--- src/hw/uar_defs.vh ---
// Constants for the asynchronous UART receiver
// Assumes one 100 MHz system clock and a plain register port
`ifndef UAR_DEFS_VH
`define UAR_DEFS_VH

// ------------------------------------------------------------
// Register offsets
// ------------------------------------------------------------
`define UAR_ADDR_W 3
`define UAR_OFF_CTRL0 3'h0
`define UAR_OFF_CTRL1 3'h1
`define UAR_OFF_DIV 3'h2
`define UAR_OFF_RXB 3'h3
`define UAR_OFF_STAT 3'h4
`define UAR_OFF_IMASK 3'h5
`define UAR_OFF_ISTAT 3'h6

// ------------------------------------------------------------
// Field positions
// ------------------------------------------------------------
`define UAR_C0_MODE_LO 0
`define UAR_C0_MODE_HI 3
`define UAR_C0_BRGH 4
`define UAR_C0_RECEIVER_ENABLE 5
`define UAR_C0_PAR 6
`define UAR_C1_ON 0
`define UAR_C1_FEIE 1
`define UAR_C1_PEIE 2
`define UAR_ST_RXF 0
`define UAR_ST_FERR 1
`define UAR_ST_PERR 2
`define UAR_ST_EMPTY 3
`define UAR_IS_CHAR 0
`define UAR_IS_FERR 1
`define UAR_IS_OVR 2
`define UAR_IS_GLITCH 3

// ------------------------------------------------------------
// Reset values and timing counts
// ------------------------------------------------------------
`define UAR_RST_CTRL0 8'h00
`define UAR_RST_CTRL1 8'h00
`define UAR_RST_DIV 16'h0000
`define UAR_RST_IMASK 4'h0
`define UAR_MODE_MAX 4'h3
`define UAR_MODE_7BIT 4'h1
`define UAR_MODE_PAR_LO 4'h2
`define UAR_TICKS_HS 4'h3
`define UAR_TICKS_NS 4'hF
`define UAR_HS_MID 4'h1
`define UAR_NS_E1 4'h1
`define UAR_NS_E2 4'h2
`define UAR_NS_S1 4'h7
`define UAR_NS_S2 4'h8
`define UAR_NS_S3 4'h9

`endif

--- src/hw/uar_rx.v ---
// Asynchronous UART receiver: bit recovery, two-entry FIFO, flags
// Assumes inputs synchronous to clk except the serial line rx_in
//
// Implementation choices: the placing of the registers and the plain strobed port.
`include "uar_defs.vh"

module uar_rx (
    clk,
    nrst,
    clk_en,
    rx_in,
    addr,
    wdata,
    wr_stb,
    rd_stb,
    rdata,
    receive_flag,
    irq
);
    input wire clk;
    input wire nrst;
    input wire clk_en;
    input wire rx_in;
    input wire [`UAR_ADDR_W-1:0] addr;
    input wire [7:0] wdata;
    input wire wr_stb;
    input wire rd_stb;
    output reg [7:0] rdata;
    output wire receive_flag;
    output wire irq;

    // Receiver states
    localparam [2:0] ST_IDLE = 3'd0;
    localparam [2:0] ST_EARLY = 3'd1;
    localparam [2:0] ST_START = 3'd2;
    localparam [2:0] ST_DATA = 3'd3;
    localparam [2:0] ST_PAR = 3'd4;
    localparam [2:0] ST_STOP = 3'd5;

    // ------------------------------------------------------------
    // Software registers
    // ------------------------------------------------------------
    // Programmed configuration, mask and sticky events
    reg [7:0] control_reg_0_q;
    reg [7:0] control_reg_1_q;
    reg [15:0] baud_divisor_q;
    reg [3:0] imask_q;
    reg [3:0] istat_q;

    // Configuration fields
    wire [3:0] mode = control_reg_0_q[`UAR_C0_MODE_HI:`UAR_C0_MODE_LO];
    wire high_speed = control_reg_0_q[`UAR_C0_BRGH];
    wire receiver_enable = control_reg_0_q[`UAR_C0_RECEIVER_ENABLE];
    wire par_odd = control_reg_0_q[`UAR_C0_PAR];
    wire module_on = control_reg_1_q[`UAR_C1_ON];
    wire framing_error_enable = control_reg_1_q[`UAR_C1_FEIE];
    wire parity_error_enable = control_reg_1_q[`UAR_C1_PEIE];
    wire rx_active = module_on && receiver_enable && (mode <= `UAR_MODE_MAX);
    wire seven_bit = (mode == `UAR_MODE_7BIT);
    wire use_par = (mode >= `UAR_MODE_PAR_LO);

    // ------------------------------------------------------------
    // Line synchroniser and baud tick
    // ------------------------------------------------------------
    // Synchroniser stages, edge history and baud count
    reg rx_meta_q;
    reg rx_sync_q;
    reg rx_prev_q;
    reg [15:0] brg_cnt_q;
    // One tick is one baud-generator clock
    wire tick = (brg_cnt_q == 16'h0000);

    always @(posedge clk) begin
        if (!nrst) begin
            // Idle level, so no false edge follows reset
            rx_meta_q <= 1'b1;
            rx_sync_q <= 1'b1;
            rx_prev_q <= 1'b1;
        end else if (clk_en) begin
            rx_meta_q <= rx_in;
            rx_sync_q <= rx_meta_q;
            rx_prev_q <= rx_sync_q;
        end
    end

    // ------------------------------------------------------------
    // Data recovery
    // ------------------------------------------------------------
    // Recovery state, sample count and the character in progress
    reg [2:0] state_q;
    reg [3:0] sub_q;
    reg [2:0] bit_q;
    reg [1:0] low_q;
    reg [7:0] receive_shift_register_q;
    reg par_q;
    reg perr_q;
    reg push_q;
    reg push_ferr_q;
    reg glitch_q;

    // Sample positions for the current speed
    wire [3:0] last_sub = high_speed ? `UAR_TICKS_HS : `UAR_TICKS_NS;
    wire [2:0] last_bit = seven_bit ? 3'd6 : 3'd7;
    wire is_sample = high_speed ? (sub_q == `UAR_HS_MID) :
        (sub_q == `UAR_NS_S1 || sub_q == `UAR_NS_S2 || sub_q == `UAR_NS_S3);
    wire [1:0] low_n = low_q + {1'b0, ~rx_sync_q};
    wire bit_val = high_speed ? rx_sync_q : (low_n < 2'd2);
    wire decide = tick && (high_speed ? (sub_q == `UAR_HS_MID) : (sub_q == `UAR_NS_S3));

    always @(posedge clk) begin
        if (!nrst) begin
            brg_cnt_q <= 16'h0000;
        end else if (clk_en) begin
            // Held at reload while idle, so ticks are timed from the edge
            if (state_q == ST_IDLE || tick)
                brg_cnt_q <= baud_divisor_q;
            else
                brg_cnt_q <= brg_cnt_q - 16'h0001;
        end
    end

    always @(posedge clk) begin
        if (!nrst) begin
            state_q <= ST_IDLE;
            sub_q <= 4'h0;
            bit_q <= 3'd0;
            low_q <= 2'd0;
            receive_shift_register_q <= 8'h00;
            par_q <= 1'b0;
            perr_q <= 1'b0;
            push_q <= 1'b0;
            push_ferr_q <= 1'b0;
            glitch_q <= 1'b0;
        end else if (clk_en) begin
            push_q <= 1'b0;
            glitch_q <= 1'b0;
            if (!rx_active) begin
                state_q <= ST_IDLE;
            end else if (state_q == ST_IDLE) begin
                if (rx_prev_q && !rx_sync_q) begin
                    state_q <= high_speed ? ST_START : ST_EARLY;
                    sub_q <= 4'h0;
                    low_q <= 2'd0;
                end
            end else if (tick) begin
                sub_q <= (sub_q == last_sub) ? 4'h0 : sub_q + 4'h1;
                if (is_sample && !rx_sync_q)
                    low_q <= low_q + 2'd1;
                case (state_q)
                    ST_EARLY: begin
                        // Low pulses already high again at both early samples (E1, E2) are dropped and raise the glitch event
                        // glitch check
                        if (sub_q == `UAR_NS_E1 && !rx_sync_q)
                            low_q <= 2'd1;
                        if (sub_q == `UAR_NS_E2) begin
                            if (rx_sync_q && low_q == 2'd0) begin
                                state_q <= ST_IDLE;
                                glitch_q <= 1'b1;
                            end else begin
                                state_q <= ST_START;
                            end
                            low_q <= 2'd0;
                        end
                    end
                    ST_START: begin
                        // A start bit voted high is dropped silently
                        // start qualification
                        if (decide) begin
                            low_q <= 2'd0;
                            bit_q <= 3'd0;
                            par_q <= 1'b0;
                            if (bit_val)
                                state_q <= ST_IDLE;
                            else
                                state_q <= ST_DATA;
                        end
                    end
                    ST_DATA: begin
                        if (decide) begin
                            low_q <= 2'd0;
                            receive_shift_register_q <=
                                {bit_val, receive_shift_register_q[7:1]};
                            par_q <= par_q ^ bit_val;
                            bit_q <= bit_q + 3'd1;
                            if (bit_q == last_bit)
                                state_q <= use_par ? ST_PAR : ST_STOP;
                        end
                    end
                    ST_PAR: begin
                        if (decide) begin
                            low_q <= 2'd0;
                            perr_q <= (par_q ^ bit_val) != par_odd;
                            state_q <= ST_STOP;
                        end
                    end
                    ST_STOP: begin
                        if (decide) begin
                            low_q <= 2'd0;
                            // Seven-bit characters take one more shift into the low bits
                            if (seven_bit)
                                receive_shift_register_q <=
                                    {1'b0, receive_shift_register_q[7:1]};
                            if (!use_par)
                                perr_q <= 1'b0;
                            push_ferr_q <= ~bit_val;
                            push_q <= 1'b1;
                            state_q <= ST_IDLE;
                        end
                    end
                    default: state_q <= ST_IDLE;
                endcase
            end
        end
    end

    // ------------------------------------------------------------
    // Two-entry FIFO
    // ------------------------------------------------------------
    // Each entry keeps its error bits, so the flags follow the head
    reg [9:0] fifo_q [0:1];
    reg rd_ptr_q;
    reg wr_ptr_q;
    reg [1:0] count_q;
    wire rd_rxb = rd_stb && (addr == `UAR_OFF_RXB);
    wire pop = rd_rxb && (count_q != 2'd0);
    wire full = (count_q == 2'd2);
    wire do_push = push_q && !full;
    wire [9:0] head = fifo_q[rd_ptr_q];
    wire framing_error_flag = (count_q != 2'd0) && head[8];
    wire parity_error_flag = (count_q != 2'd0) && head[9];

    genvar gi;
    generate
        for (gi = 0; gi < 2; gi = gi + 1) begin : g_ent
            always @(posedge clk) begin
                if (!nrst)
                    fifo_q[gi] <= 10'h000;
                else if (clk_en && do_push && wr_ptr_q == gi)
                    fifo_q[gi] <= {perr_q, push_ferr_q, receive_shift_register_q};
            end
        end
    endgenerate

    // Pointers and occupancy; a push into a full FIFO is dropped
    always @(posedge clk) begin
        if (!nrst) begin
            rd_ptr_q <= 1'b0;
            wr_ptr_q <= 1'b0;
            count_q <= 2'd0;
        end else if (clk_en) begin
            if (do_push)
                wr_ptr_q <= ~wr_ptr_q;
            if (pop)
                rd_ptr_q <= ~rd_ptr_q;
            count_q <= count_q + {1'b0, do_push} - {1'b0, pop};
        end
    end

    wire suppress = (framing_error_flag && framing_error_enable) ||
        (parity_error_flag && parity_error_enable);
    assign receive_flag = (count_q != 2'd0) && !suppress;

    // ------------------------------------------------------------
    // Register port and interrupt status
    // ------------------------------------------------------------
    // Event pulses: character, framing error, overrun, glitch
    wire [3:0] ev = {glitch_q, push_q && full, push_q && push_ferr_q, do_push};
    wire rd_istat = rd_stb && (addr == `UAR_OFF_ISTAT);
    assign irq = |(istat_q & imask_q);

    // Writes; flag has no write path
    always @(posedge clk) begin
        if (!nrst) begin
            control_reg_0_q <= `UAR_RST_CTRL0;
            control_reg_1_q <= `UAR_RST_CTRL1;
            baud_divisor_q <= `UAR_RST_DIV;
            imask_q <= `UAR_RST_IMASK;
            istat_q <= 4'h0;
        end else if (clk_en) begin
            if (wr_stb) begin
                case (addr)
                    `UAR_OFF_CTRL0: control_reg_0_q <= wdata;
                    `UAR_OFF_CTRL1: control_reg_1_q <= wdata;
                    // Divisor takes eight bits; the high byte stays zero
                    `UAR_OFF_DIV: baud_divisor_q <= {8'h00, wdata};
                    `UAR_OFF_IMASK: imask_q <= wdata[3:0];
                    default: ;
                endcase
            end
            // Set wins over read clear
            istat_q <= (rd_istat ? 4'h0 : istat_q) | ev;
        end
    end

    // read mux, data a cycle later
    always @(posedge clk) begin
        if (!nrst) begin
            rdata <= 8'h00;
        end else if (clk_en) begin
            rdata <= 8'h00;
            if (rd_stb) begin
                case (addr)
                    `UAR_OFF_CTRL0: rdata <= control_reg_0_q;
                    `UAR_OFF_CTRL1: rdata <= control_reg_1_q;
                    `UAR_OFF_DIV: rdata <= baud_divisor_q[7:0];
                    // The pop itself happens in the pointer block
                    `UAR_OFF_RXB: rdata <= head[7:0];
                    `UAR_OFF_STAT: rdata <= {4'h0, count_q == 2'd0,
                        parity_error_flag, framing_error_flag, receive_flag};
                    `UAR_OFF_IMASK: rdata <= {4'h0, imask_q};
                    `UAR_OFF_ISTAT: rdata <= {4'h0, istat_q};
                    default: rdata <= 8'h00;
                endcase
            end
        end
    end

endmodule

--- config.mk ---
export PLATFORM = sky130hd
export DESIGN_NAME = uar_rx
export DESIGN_NICKNAME = d
export VERILOG_FILES = /design/src/hw/uar_rx.v
export VERILOG_INCLUDE_DIRS = /design/src /design/src/hw
export SDC_FILE = /design/constraint.sdc
export NUM_CORES = 1
export LEC_CHECK = 0
export ABC_AREA = 0
export BUFFER_PORTS_ARGS = -buffer_cell sky130_fd_sc_hd__clkbuf_2
export CAP_MARGIN = 20
export CORE_MARGIN = 2
export CORE_UTILIZATION = 55
export CTS_CLUSTER_SIZE = 10
export DETAILED_ROUTE_END_ITERATION = 7
export GPL_ROUTABILITY_DRIVEN = 0
export GPL_TIMING_DRIVEN = 0
export PLACE_DENSITY = 0.74
export SLEW_MARGIN = 10
export SYNTH_ARGS = -nofsm -noshare
export SYNTH_HDL_FRONTEND = slang
export SYNTH_SLANG_ARGS = --single-unit
--- constraint.sdc ---
create_clock -name clk -period 6.4 [get_ports clk]
set_clock_uncertainty 0.1 [all_clocks]
set_input_delay 0.32 -clock clk [delete_from_list [all_inputs] [get_ports clk]]
set_output_delay 0.32 -clock clk [all_outputs]
set_load 0.02 [all_outputs]
==> flow_metrics.env, run 1 <==
export IMPL_status="complete, no violations"
export IMPL_critical_path_class="register to register"
export IMPL_whs_path_depth=3
export IMPL_fin_setup_tns_ps=0
export IMPL_netlist_area_um2=5499
export IMPL_start_kind="register"
export IMPL_min_path_type="input pin to register"
export IMPL_post_drt_wl_per_cell_um=17.84
export IMPL_ys_warn_count=0
export IMPL_chipHeight_um=104.0
export IMPL_std_cell_rows=36
export IMPL_worstPathMaxFanout=9
export IMPL_maxUsedRoutingLayer="met4"
export IMPL_drt_iter0_markers=348
export IMPL_mostFrequentLayoutCell="nor2_1"
export IMPL_netlist_instances=599
export IMPL_cts_reportedPaths_clkPinSlew_ps=110
export IMPL_ir_drop_mv=0.1354
export IMPL_grt_antenna_before_repair=0
export IMPL_die_w_um=104.0
export IMPL_grt_pass1_wl_mm=22.29
export IMPL_synth_top_cell_by_area="dfxtp_1"
export IMPL_fin_ws_ps=3644
export IMPL_grt_max_degree=21
export IMPL_syn_nets=626
export IMPL_clockBufferDepth=2
export IMPL_yosysUniqueCellTypes=65
export IMPL_grt_overflow_total=0
export IMPL_p_leak_uw=0.002275
export IMPL_drive_above_1_share_pct=10.78
export IMPL_end_kind="register"
export IMPL_max_freq_mhz=362.8
export IMPL_ys_ff_latch=109
export IMPL_start_util_pct=56.52
export IMPL_required_ps=6550
export IMPL_ant_nets=0
export IMPL_dr_pass1_iters=5
export IMPL_synth_seq_area_share_pct=43.32
export IMPL_drc=0
export IMPL_min_period_ps=2756
export IMPL_ctsHoldBuffers=0
export IMPL_cts_resized_gates=0
export IMPL_drv_slew=0
export IMPL_core_um2=9729
export IMPL_wl_mm=13.79
export IMPL_hold_viol=0
export IMPL_dieArea_um2=10810
export IMPL_nFillCells=837
export IMPL_met1_length_mm=6.209
export IMPL_vias=4611
export IMPL_met3WireLength_um=756
export IMPL_area_delta_synth_final_pct=8.783
export IMPL_grt_pass1_vias=4410
export IMPL_final_setup_viol_count=0
export IMPL_place_ws_ps=3718
export IMPL_io_buffers=25
export IMPL_cap_violations=0
export IMPL_p_per_area_nw_per_um2=207.9
export IMPL_root_buffer="clkbuf_8"
export IMPL_cts_sinks=109
export IMPL_ys_async_sr_fraction_pct=0
export IMPL_ys_flop_type="dfxtp_1"
export IMPL_dp_hpwl_mm=9.957
export IMPL_synth_edf_count=20
export IMPL_reg2reg_depth=8
export IMPL_synth_top_area_share_pct=32.40
export IMPL_nNetsFinal=662
export IMPL_timing_hold_ws_ps=52.38
export IMPL_antenna_cells=0
export IMPL_maxSlewHeadroom_pct=35.92
export IMPL_route_met2_wl_mm=6.535
export IMPL_clkLatencyLatePin_ps=380
export IMPL_period_share_pct=43.06
export IMPL_post_cts_setup_buffer_count=0
export IMPL_grt_use_total_pct=25.74
export IMPL_most_common_layout_cells="nor2_1, dfxtp_1, mux2i_1"
export IMPL_syn_avg_cell_area_um2=9.180
export IMPL_netlist_top_cells_area="dfxtp_1, edfxtp_1, mux2i_1, nor2_1, nand2_1"
export IMPL_cts_tree="done"
export IMPL_rsz0062_at_grt="false"
export IMPL_vias_per_cell=5.965
export IMPL_cp_data_arrival_time_ps=2910
export IMPL_cts_buffers=9
export IMPL_tightest_slew_ps=953.8
export IMPL_htreeDepth=3
export IMPL_pin_count=27
metrics by stage:
step | area, um2 | std cells | total power (uW) | util (%)
global placement | 5791 | 757 | 840.3 | 59.52
detailed placement | 5791 | 757 | 843.4 | 59.52
CTS | 5982 | 773 | 1243 | 61.48
floorplan | 5499 | 599 | 808.5 | -
global route | 5982 | 773 | 1281 | 61.48
finish | 5982 | 773 | 1244 | 61.48
registers in the layout, indices dropped and copies added (netlist names), 3 cells and up, named ones only:
| name | count |
|---|---|
| fifo_q | 20 |
| brg_cnt_q | 16 |
| baud_divisor_q | 8 |
| control_reg_0_q | 8 |
| control_reg_1_q | 8 |
| rdata | 8 |
| receive_shift_register_q | 8 |
| imask_q | 4 |
| istat_q | 4 |
| sub_q | 4 |
| bit_q | 3 |
| state_q | 3 |
critical path, stage by stage (launching register included):
cell and delay [ps]:
dfxtp_1 420, nor4bb_1 400, buf_4 240, nand2_4 90, nor4_4 480, or4b_1 510
buf_6 170, mux2i_1 150, nor2_1 50
power by group:
group	internal [uW]	leakage, uW	total [uW]	switching [uW]
Clock	152	0.0000954	413	261
Combinational	38.0	0.00127	109	71.3
Sequential	711	0.000909	721	9.73
Total	901	0.00227	1240	342
area by class of cell:
| cell class | instances | area, um2 | area share, % |
|---|---|---|---|
| multi-input cells | 442 | 2915 | 48.73 |
| flip-flops and latches | 109 | 2382 | 39.82 |
| well taps | 133 | 166.4 | 2.782 |
| plain buffers | 34 | 148.9 | 2.489 |
| repair buffers | 25 | 125.1 | 2.092 |
| clock buffers | 9 | 123.9 | 2.071 |
| clock inverters | 7 | 67.56 | 1.129 |
| inverters | 14 | 52.55 | 0.8785 |
logic make-up after synthesis:
logic type                 after synthesis  share of synthesized area, %
and+or+nand+nor                        252                         24.14
DFF                                    109                         43.32
AOI/OAI and AO/OA                      101                         11.95
muxes                                   64                         12.26
buffers and inverters                   48                         3.663
xor gates and xnor gates                15                         2.389
adders and majority gates               10                         2.275
layer usage:
layer / track usage (%) / up-vias
met5: 0 / -
met4: 6.467 / 0
met1: 33.71 / 2230
met2: 43.98 / 157
met3: 4.825 / 28
li1: - / 2196
synth_stat cells (all sizes together), types with 3 or more instances:
cell type / n
ha: 10
nand4b: 6
nand2: 43
o22ai: 6
o211ai: 3
mux2i: 55
nand3: 11
nor3b: 6
nor2: 97
nand4: 6
o21ai: 19
xnor2: 11
a32o: 3
inv: 13
edfxtp: 20
a21oi: 29
or3: 5
clkbuf: 22
o2111ai: 3
and3: 3
o221ai: 3
nor3: 14
xor2: 4
a31oi: 3
mux2: 7
a22oi: 14
nor2b: 4
dfxtp: 89
nand2b: 10
buf: 12
or2: 3
and2: 23
nand3b: 6
nor4: 7
path summary, 6_finish.rpt:
path                       from                     endpoint  slack (ps)
max          control_reg_0_q[5]  receive_shift_register_q[1]        3640
min                       rx_in                    rx_meta_q          50
max reg2reg  control_reg_0_q[5]  receive_shift_register_q[1]        3640
min reg2reg            bit_q[2]                     bit_q[2]         390
No activity file was read; power rests on OpenSTA's default activity.
==> inputs of run 2 (changes only) <==
--- a/config.mk
+++ b/config.mk
@@ -6,7 +6,7 @@
 export SDC_FILE = /design/constraint.sdc
 export NUM_CORES = 1
 export LEC_CHECK = 0
-export ABC_AREA = 0
+export ABC_AREA = 1
 export BUFFER_PORTS_ARGS = -buffer_cell sky130_fd_sc_hd__clkbuf_2
 export CAP_MARGIN = 20
 export CORE_MARGIN = 2
@@ -15,7 +15,7 @@
 export DETAILED_ROUTE_END_ITERATION = 7
 export GPL_ROUTABILITY_DRIVEN = 0
 export GPL_TIMING_DRIVEN = 0
-export PLACE_DENSITY = 0.74
+export PLACE_DENSITY = 0.77
 export SLEW_MARGIN = 10
 export SYNTH_ARGS = -nofsm -noshare
 export SYNTH_HDL_FRONTEND = slang
==> constraint.sdc (replaced) <==
create_clock -name clk -period 2.4 [get_ports clk]
set_clock_uncertainty 0.1 [all_clocks]
set_input_delay 0.12 -clock clk [delete_from_list [all_inputs] [get_ports clk]]
set_output_delay 0.12 -clock clk [all_outputs]
set_load 0.02 [all_outputs]
==> run 2 against run 1 <==
Compared with the run above:
- register-to-register slack got worse by 3400 ps
- core utilization up 0.30 points
- cell count rose by 21%
- non-clock buffer count down 6
- combinational power rose to 5.6 times the previous value
- clock power increased to 2.7 times the previous value
- sequential cell count unchanged
- cell area is 0.44% lower
- critical path type is now register to output pin
- largest cell class unchanged
- largest power group unchanged
==> flow_metrics.env, run 2 <==
export IMPL_mostFrequentLayoutCell="nand2_1"
export IMPL_nFillCells=875
export IMPL_final_setup_viol_count=0
export IMPL_dieArea_um2=10590
export IMPL_grt_antenna_before_repair=0
export IMPL_worstPathMaxFanout=10
export IMPL_tightest_slew_ps=926.6
export IMPL_rsz0062_at_grt="false"
export IMPL_synth_top_cell_by_area="dfxtp_1"
export IMPL_yosysMostFrequentCell="nand2_1"
export IMPL_wl_mm=13.46
export IMPL_instances_no_fill=932
export IMPL_status="complete, no violations"
export IMPL_largest_reg_flops=20
export IMPL_dp_hpwl_mm=10.03
export IMPL_top_register="fifo_q"
export IMPL_clkLatencyLatePin_ps=380
export IMPL_drc=0
export IMPL_end_kind="output pin"
export IMPL_ys_warn_count=0
export IMPL_period_share_pct=94.76
export IMPL_root_buffer="clkbuf_8"
export IMPL_cp_slowest_stage_delay_ps=350
export IMPL_cts_tree="done"
export IMPL_grt_max_degree=19
export IMPL_netlist_instances=750
export IMPL_std_cell_rows=36
export IMPL_grt_use_total_pct=26.42
export IMPL_path_common_cell="inv_1"
export IMPL_min_period_ps=2274
export IMPL_synth_seq_area_share_pct=44.29
export IMPL_synth_top_area_share_pct=33.12
export IMPL_clockBufferDepth=2
export IMPL_syn_nets=777
export IMPL_drv_slew=0
export IMPL_required_ps=2180
export IMPL_critPathTopFamily="buffers and inverters"
export IMPL_chipHeight_um=102.9
export IMPL_pin_count=27
export IMPL_ant_nets=0
export IMPL_post_drt_wl_per_cell_um=14.44
export IMPL_vias_per_cell=5.448
export IMPL_total_power_uw=3719
export IMPL_cp_data_arrival_time_ps=2050
export IMPL_cts_buffers=9
export IMPL_drive_above_1_share_pct=8.636
export IMPL_area_delta_synth_final_pct=10.72
export IMPL_nNetsFinal=821
export IMPL_netlist_top_cells_count="nand2_1, nor2_1, dfxtp_1, inv_1, o21ai_0"
export IMPL_syn_avg_cell_area_um2=7.172
export IMPL_ys_ff_latch=109
export IMPL_netlist_area_um2=5379
export IMPL_final_util_pct=61.79
export IMPL_hold_viol=0
export IMPL_most_common_layout_cells="nand2_1, nor2_1, dfxtp_1"
export IMPL_cap_violations=0
export IMPL_yosysUniqueCellTypes=42
export IMPL_cts_sinks=109
export IMPL_top_regs="fifo_q: 20 flops, brg_cnt_q: 16 flops"
export IMPL_max_freq_mhz=439.7
export IMPL_fin_setup_tns_ps=0
export IMPL_ys_async_sr_fraction_pct=0
export IMPL_dp_cells=907
export IMPL_grt_overflow_total=0
export IMPL_grt_pass1_vias=4617
export IMPL_ys_flop_type="dfxtp_1"
export IMPL_ir_drop_mv=0.4474
export IMPL_io_buffers=24
export IMPL_path_cells="buf_2 -> inv_1 -> clkbuf_1 -> o211ai_1 -> or2_2 -> nand3_1 -> inv_1 -> clkbuf_2"
export IMPL_netlist_top_cells_area="dfxtp_1, nand2_1, edfxtp_1, nor2_1, inv_1"
export IMPL_multiInputGateArea_um2=2576
export IMPL_dr_pass1_iters=7
export IMPL_critPathBufInv=5
export IMPL_min_path_type="input pin to register"
export IMPL_slowest_stage="clkbuf_1"
export IMPL_core_um2=9639
export IMPL_cts_reportedPaths_clkPinSlew_ps=100
export IMPL_htreeDepth=3
export IMPL_antenna_cells=0
export IMPL_start_kind="register"
export IMPL_vias=5078
export IMPL_seqCellArea_um2=2382
export IMPL_maxSlewHeadroom_pct=37.81
export IMPL_p_leak_uw=0.002521
export IMPL_start_util_pct=55.80
export IMPL_grt_pass1_wl_mm=21.48
export IMPL_drt_iter0_markers=402
export IMPL_die_w_um=102.9
export IMPL_synth_edf_count=20
export IMPL_p_per_area_nw_per_um2=624.4
export IMPL_critical_path_class="register to output pin"
## run 2: final cells by class
class | instances | share of cell area (%)
repair buffers | 33 | 3.529
plain buffers | 20 | 1.492
flip-flops and latches | 109 | 40.00
inverters | 89 | 5.609
well taps | 133 | 2.794
clock inverters | 7 | 1.239
multi-input cells | 532 | 43.26
clock buffers | 9 | 2.080
## run 2: layer usage
layer  wire length [um]  vias to the layer above  GRT usage (%)
met1               5836                     2324          34.09
met2               6372                      198          43.96
met5                  0                        -              0
met4                298                        0          9.312
li1                   -                     2528              -
met3                952                       28          5.627
## run 2: report_power, final
part           total, uW  internal [uW]  switching, uW
clock               1130            487            644
sequential          1980           1930           51.4
combinational        608            199            409
total               3720           2610           1100
## run 2: kinds of logic (layout without fill, tap and decap cells)
logic type      Yosys count  after routing  share of synthesized area (%)
simple gates            375            375                          29.75
compound gates          135            135                          13.82
buf+inv                 109            158                          7.862
flops                   109            109                          44.29
xor+xnor                 12             12                          1.954
fa+ha+maj                10             10                          2.326
## run 2: path summary, 6_finish.rpt
kind | start | to | slack [ps] | depth (start not counted)
setup reg to reg | control_reg_0_q[2] | receive_shift_register_q[2] | 250 | 10
setup / recovery | register | receive_flag | 130 | 8
hold reg to reg | count_q[1] | count_q[1] | 370 | 1
hold / removal | rd_stb | istat_q[3] | 60 | 4
## run 2: worst register-to-register path: stages (launching register included)
cell and delay (ps):
dfxtp_1 360, nor2_1 280, nand3_2 210, nor2_4 150, nand2_2 70, nor3b_4 290
nand3_2 220, buf_6 210, nand2_2 50, nand2_1 50, nor2_1 90
## run 2: what timing repair did
action                                  in CTS  in global routing
endpoints found under the setup margin       0                  3
setup buffers                                0                  0
hold buffers                                 9                  0
endpoints found under the hold margin       25                  0
gates resized for setup                      0                  1
## run 2: per-stage QoR
stage / setup WS, ps / hold slack (ps) / area [um2]
floorplan: 448.0 / 146.3 / 5379
CTS: 107.7 / 43.77 / 5953
global placement: 5.060 / 259.8 / 5665
detailed placement: 279.3 / 266.8 / 5665
finish: 125.7 / 61.59 / 5956
global route: 11.66 / 88.15 / 5956
==> inputs of run 3 (changes only) <==
--- a/config.mk
+++ b/config.mk
@@ -7,15 +7,15 @@
 export NUM_CORES = 1
 export LEC_CHECK = 0
 export ABC_AREA = 1
-export BUFFER_PORTS_ARGS = -buffer_cell sky130_fd_sc_hd__clkbuf_2
 export CAP_MARGIN = 20
 export CORE_MARGIN = 2
 export CORE_UTILIZATION = 55
 export CTS_CLUSTER_SIZE = 10
 export DETAILED_ROUTE_END_ITERATION = 7
+export DONT_BUFFER_PORTS = 1
 export GPL_ROUTABILITY_DRIVEN = 0
 export GPL_TIMING_DRIVEN = 0
-export PLACE_DENSITY = 0.77
+export PLACE_DENSITY = 0.74
 export SLEW_MARGIN = 10
 export SYNTH_ARGS = -nofsm -noshare
 export SYNTH_HDL_FRONTEND = slang
==> run 3 against run 2 <==
Compared with the run above:
- sequential share of layout area up 0.73 points
- cell count decreased by 2.5%
- critical path depth is 1 lower
- clock power hardly changed
- core utilization fell by 1.1 points
- sequential power is essentially flat
- sequential cell count stayed put
- count of clock-buffer cells in the layout is the same
- power rose by 0.13%
- combinational power decreased by 3.3%
==> flow_metrics.env, run 3 (same netlist as run 2, synthesis figures left out) <==
export IMPL_status="complete, no violations"
export IMPL_area_delta_synth_final_pct=8.746
export IMPL_dr_pass1_iters=5
export IMPL_dp_cells=883
export IMPL_hp_start="rd_stb"
export IMPL_end_kind="output pin"
export IMPL_cts_sinks=109
export IMPL_min_path_type="input pin to register"
export IMPL_io_buffers=0
export IMPL_drive_above_1_share_pct=5.670
export IMPL_ant_nets=0
export IMPL_die_w_um=102.9
export IMPL_timing_hold_ws_ps=17.99
export IMPL_hold_viol=0
export IMPL_rsz0062_at_grt="false"
export IMPL_pin_count=27
export IMPL_fin_area_um2=5849
export IMPL_p_per_area_nw_per_um2=636.5
export IMPL_ir_drop_mv=0.3401
export IMPL_post_cts_setup_buffer_count=0
export IMPL_start_kind="register"
export IMPL_vias=4933
export IMPL_drc=0
export IMPL_period_share_pct=94.29
export IMPL_vias_per_cell=5.427
export IMPL_grt_max_degree=20
export IMPL_cap_violations=0
export IMPL_drt_iter0_markers=452
export IMPL_dpl_cell_area_um2=5545
export IMPL_start_util_pct=55.80
export IMPL_grt_antenna_before_repair=0
export IMPL_dieArea_um2=10590
export IMPL_drv_slew=0
export IMPL_cts_tree="done"
export IMPL_max_freq_mhz=441.9
export IMPL_root_buffer="clkbuf_8"
export IMPL_clkLatencyLatePin_ps=380
export IMPL_core_um2=9639
export IMPL_antenna_cells=0
export IMPL_grt_pass1_wl_mm=21.23
export IMPL_cts_buffers=9
export IMPL_std_cell_rows=36
export IMPL_wl_mm=13.53
export IMPL_chipHeight_um=102.9
export IMPL_top_register="fifo_q"
export IMPL_clockBufferDepth=2
export IMPL_r2r_start="control_reg_0_q[2]"
export IMPL_nNetsFinal=798
export IMPL_grt_overflow_total=0
export IMPL_grt_use_total_pct=26.15
export IMPL_final_setup_viol_count=0
export IMPL_nFillCells=899
export IMPL_most_common_layout_cells="nand2_1, nor2_1, dfxtp_1"
export IMPL_critical_path_class="register to output pin"
export IMPL_cts_reportedPaths_clkPinSlew_ps=110
export IMPL_min_period_ps=2263
export IMPL_cp_data_arrival_time_ps=2040
export IMPL_top_regs="fifo_q: 20 flops, brg_cnt_q: 16 flops"
export IMPL_p_leak_uw=0.002424
export IMPL_dp_hpwl_mm=10.13
export IMPL_required_ps=2180
export IMPL_maxSlewHeadroom_pct=38.35
export IMPL_worstPathMaxFanout=10
export IMPL_mostFrequentLayoutCell="nand2_1"
export IMPL_largest_reg_flops=20
export IMPL_instances_no_fill=909
export IMPL_grt_pass1_vias=4526
export IMPL_htreeDepth=3
export IMPL_post_drt_wl_per_cell_um=14.88
export IMPL_tightest_slew_ps=918.6
run 3: cell type report:
cell class                      instances  area (um2)  area share [%]
Buffer                                 20       88.84           1.519
Sequential cell                       109        2382           40.73
Clock buffer                            9       123.9           2.118
Inverter                               89       334.1           5.711
Timing Repair Buffer                   10       100.1           1.711
Tap cell                              133       166.4           2.845
Clock inverter                          7       80.08           1.369
Multi-Input combinational cell        532        2574           44.00
run 3: through the flow:
stage	TNS, ps	worst slack (ps)	utilization, %	power [uW]
after floorplan	0	448.0	-	2450
after global placement	-12.50	-1.496	57.53	2566
after detailed placement	0	265.0	57.53	2577
after CTS	0	125.8	60.68	3729
after global routing	0	10.65	60.68	3877
final	0	137.0	60.68	3723
run 3: repair_timing:
action                                 CTS  global route
hold buffers                            10             0
resized for setup                        0             0
endpoints found under the hold margin   33             0
run 3: worst max-delay path, cell delays in order (launching register included):
cell and delay (ps):
dfxtp_1 320, buf_2 180, inv_1 90, clkbuf_1 380
o211ai_1 180, or2_2 300, nand3_1 100, inv_1 120
run 3: routing by layer:
layer / wire (um) / global-route usage [%] / vias to the layer above
met5: 0 / 0 / -
met4: 415 / 9.312 / 0
met3: 908 / 5.017 / 36
met2: 6293 / 43.46 / 180
met1: 5908 / 34.09 / 2240
li1: - / - / 2477
run 3: final timing paths:
path / to / depth (start not counted) / slack [ps]
setup / recovery: receive_flag / 7 / 140
hold / removal: rdata[7] / 4 / 20
setup reg to reg: sub_q[3] / 6 / 150
hold reg to reg: glitch_q / 2 / 370
run 3: where the power goes:
part	switching (uW)	total [uW]	internal (uW)	leakage, uW
clock network	656	1150	498	0.0000987
logic	396	588	192	0.00140
registers	53.1	1980	1930	0.000928
total	1110	3720	2620	0.00242
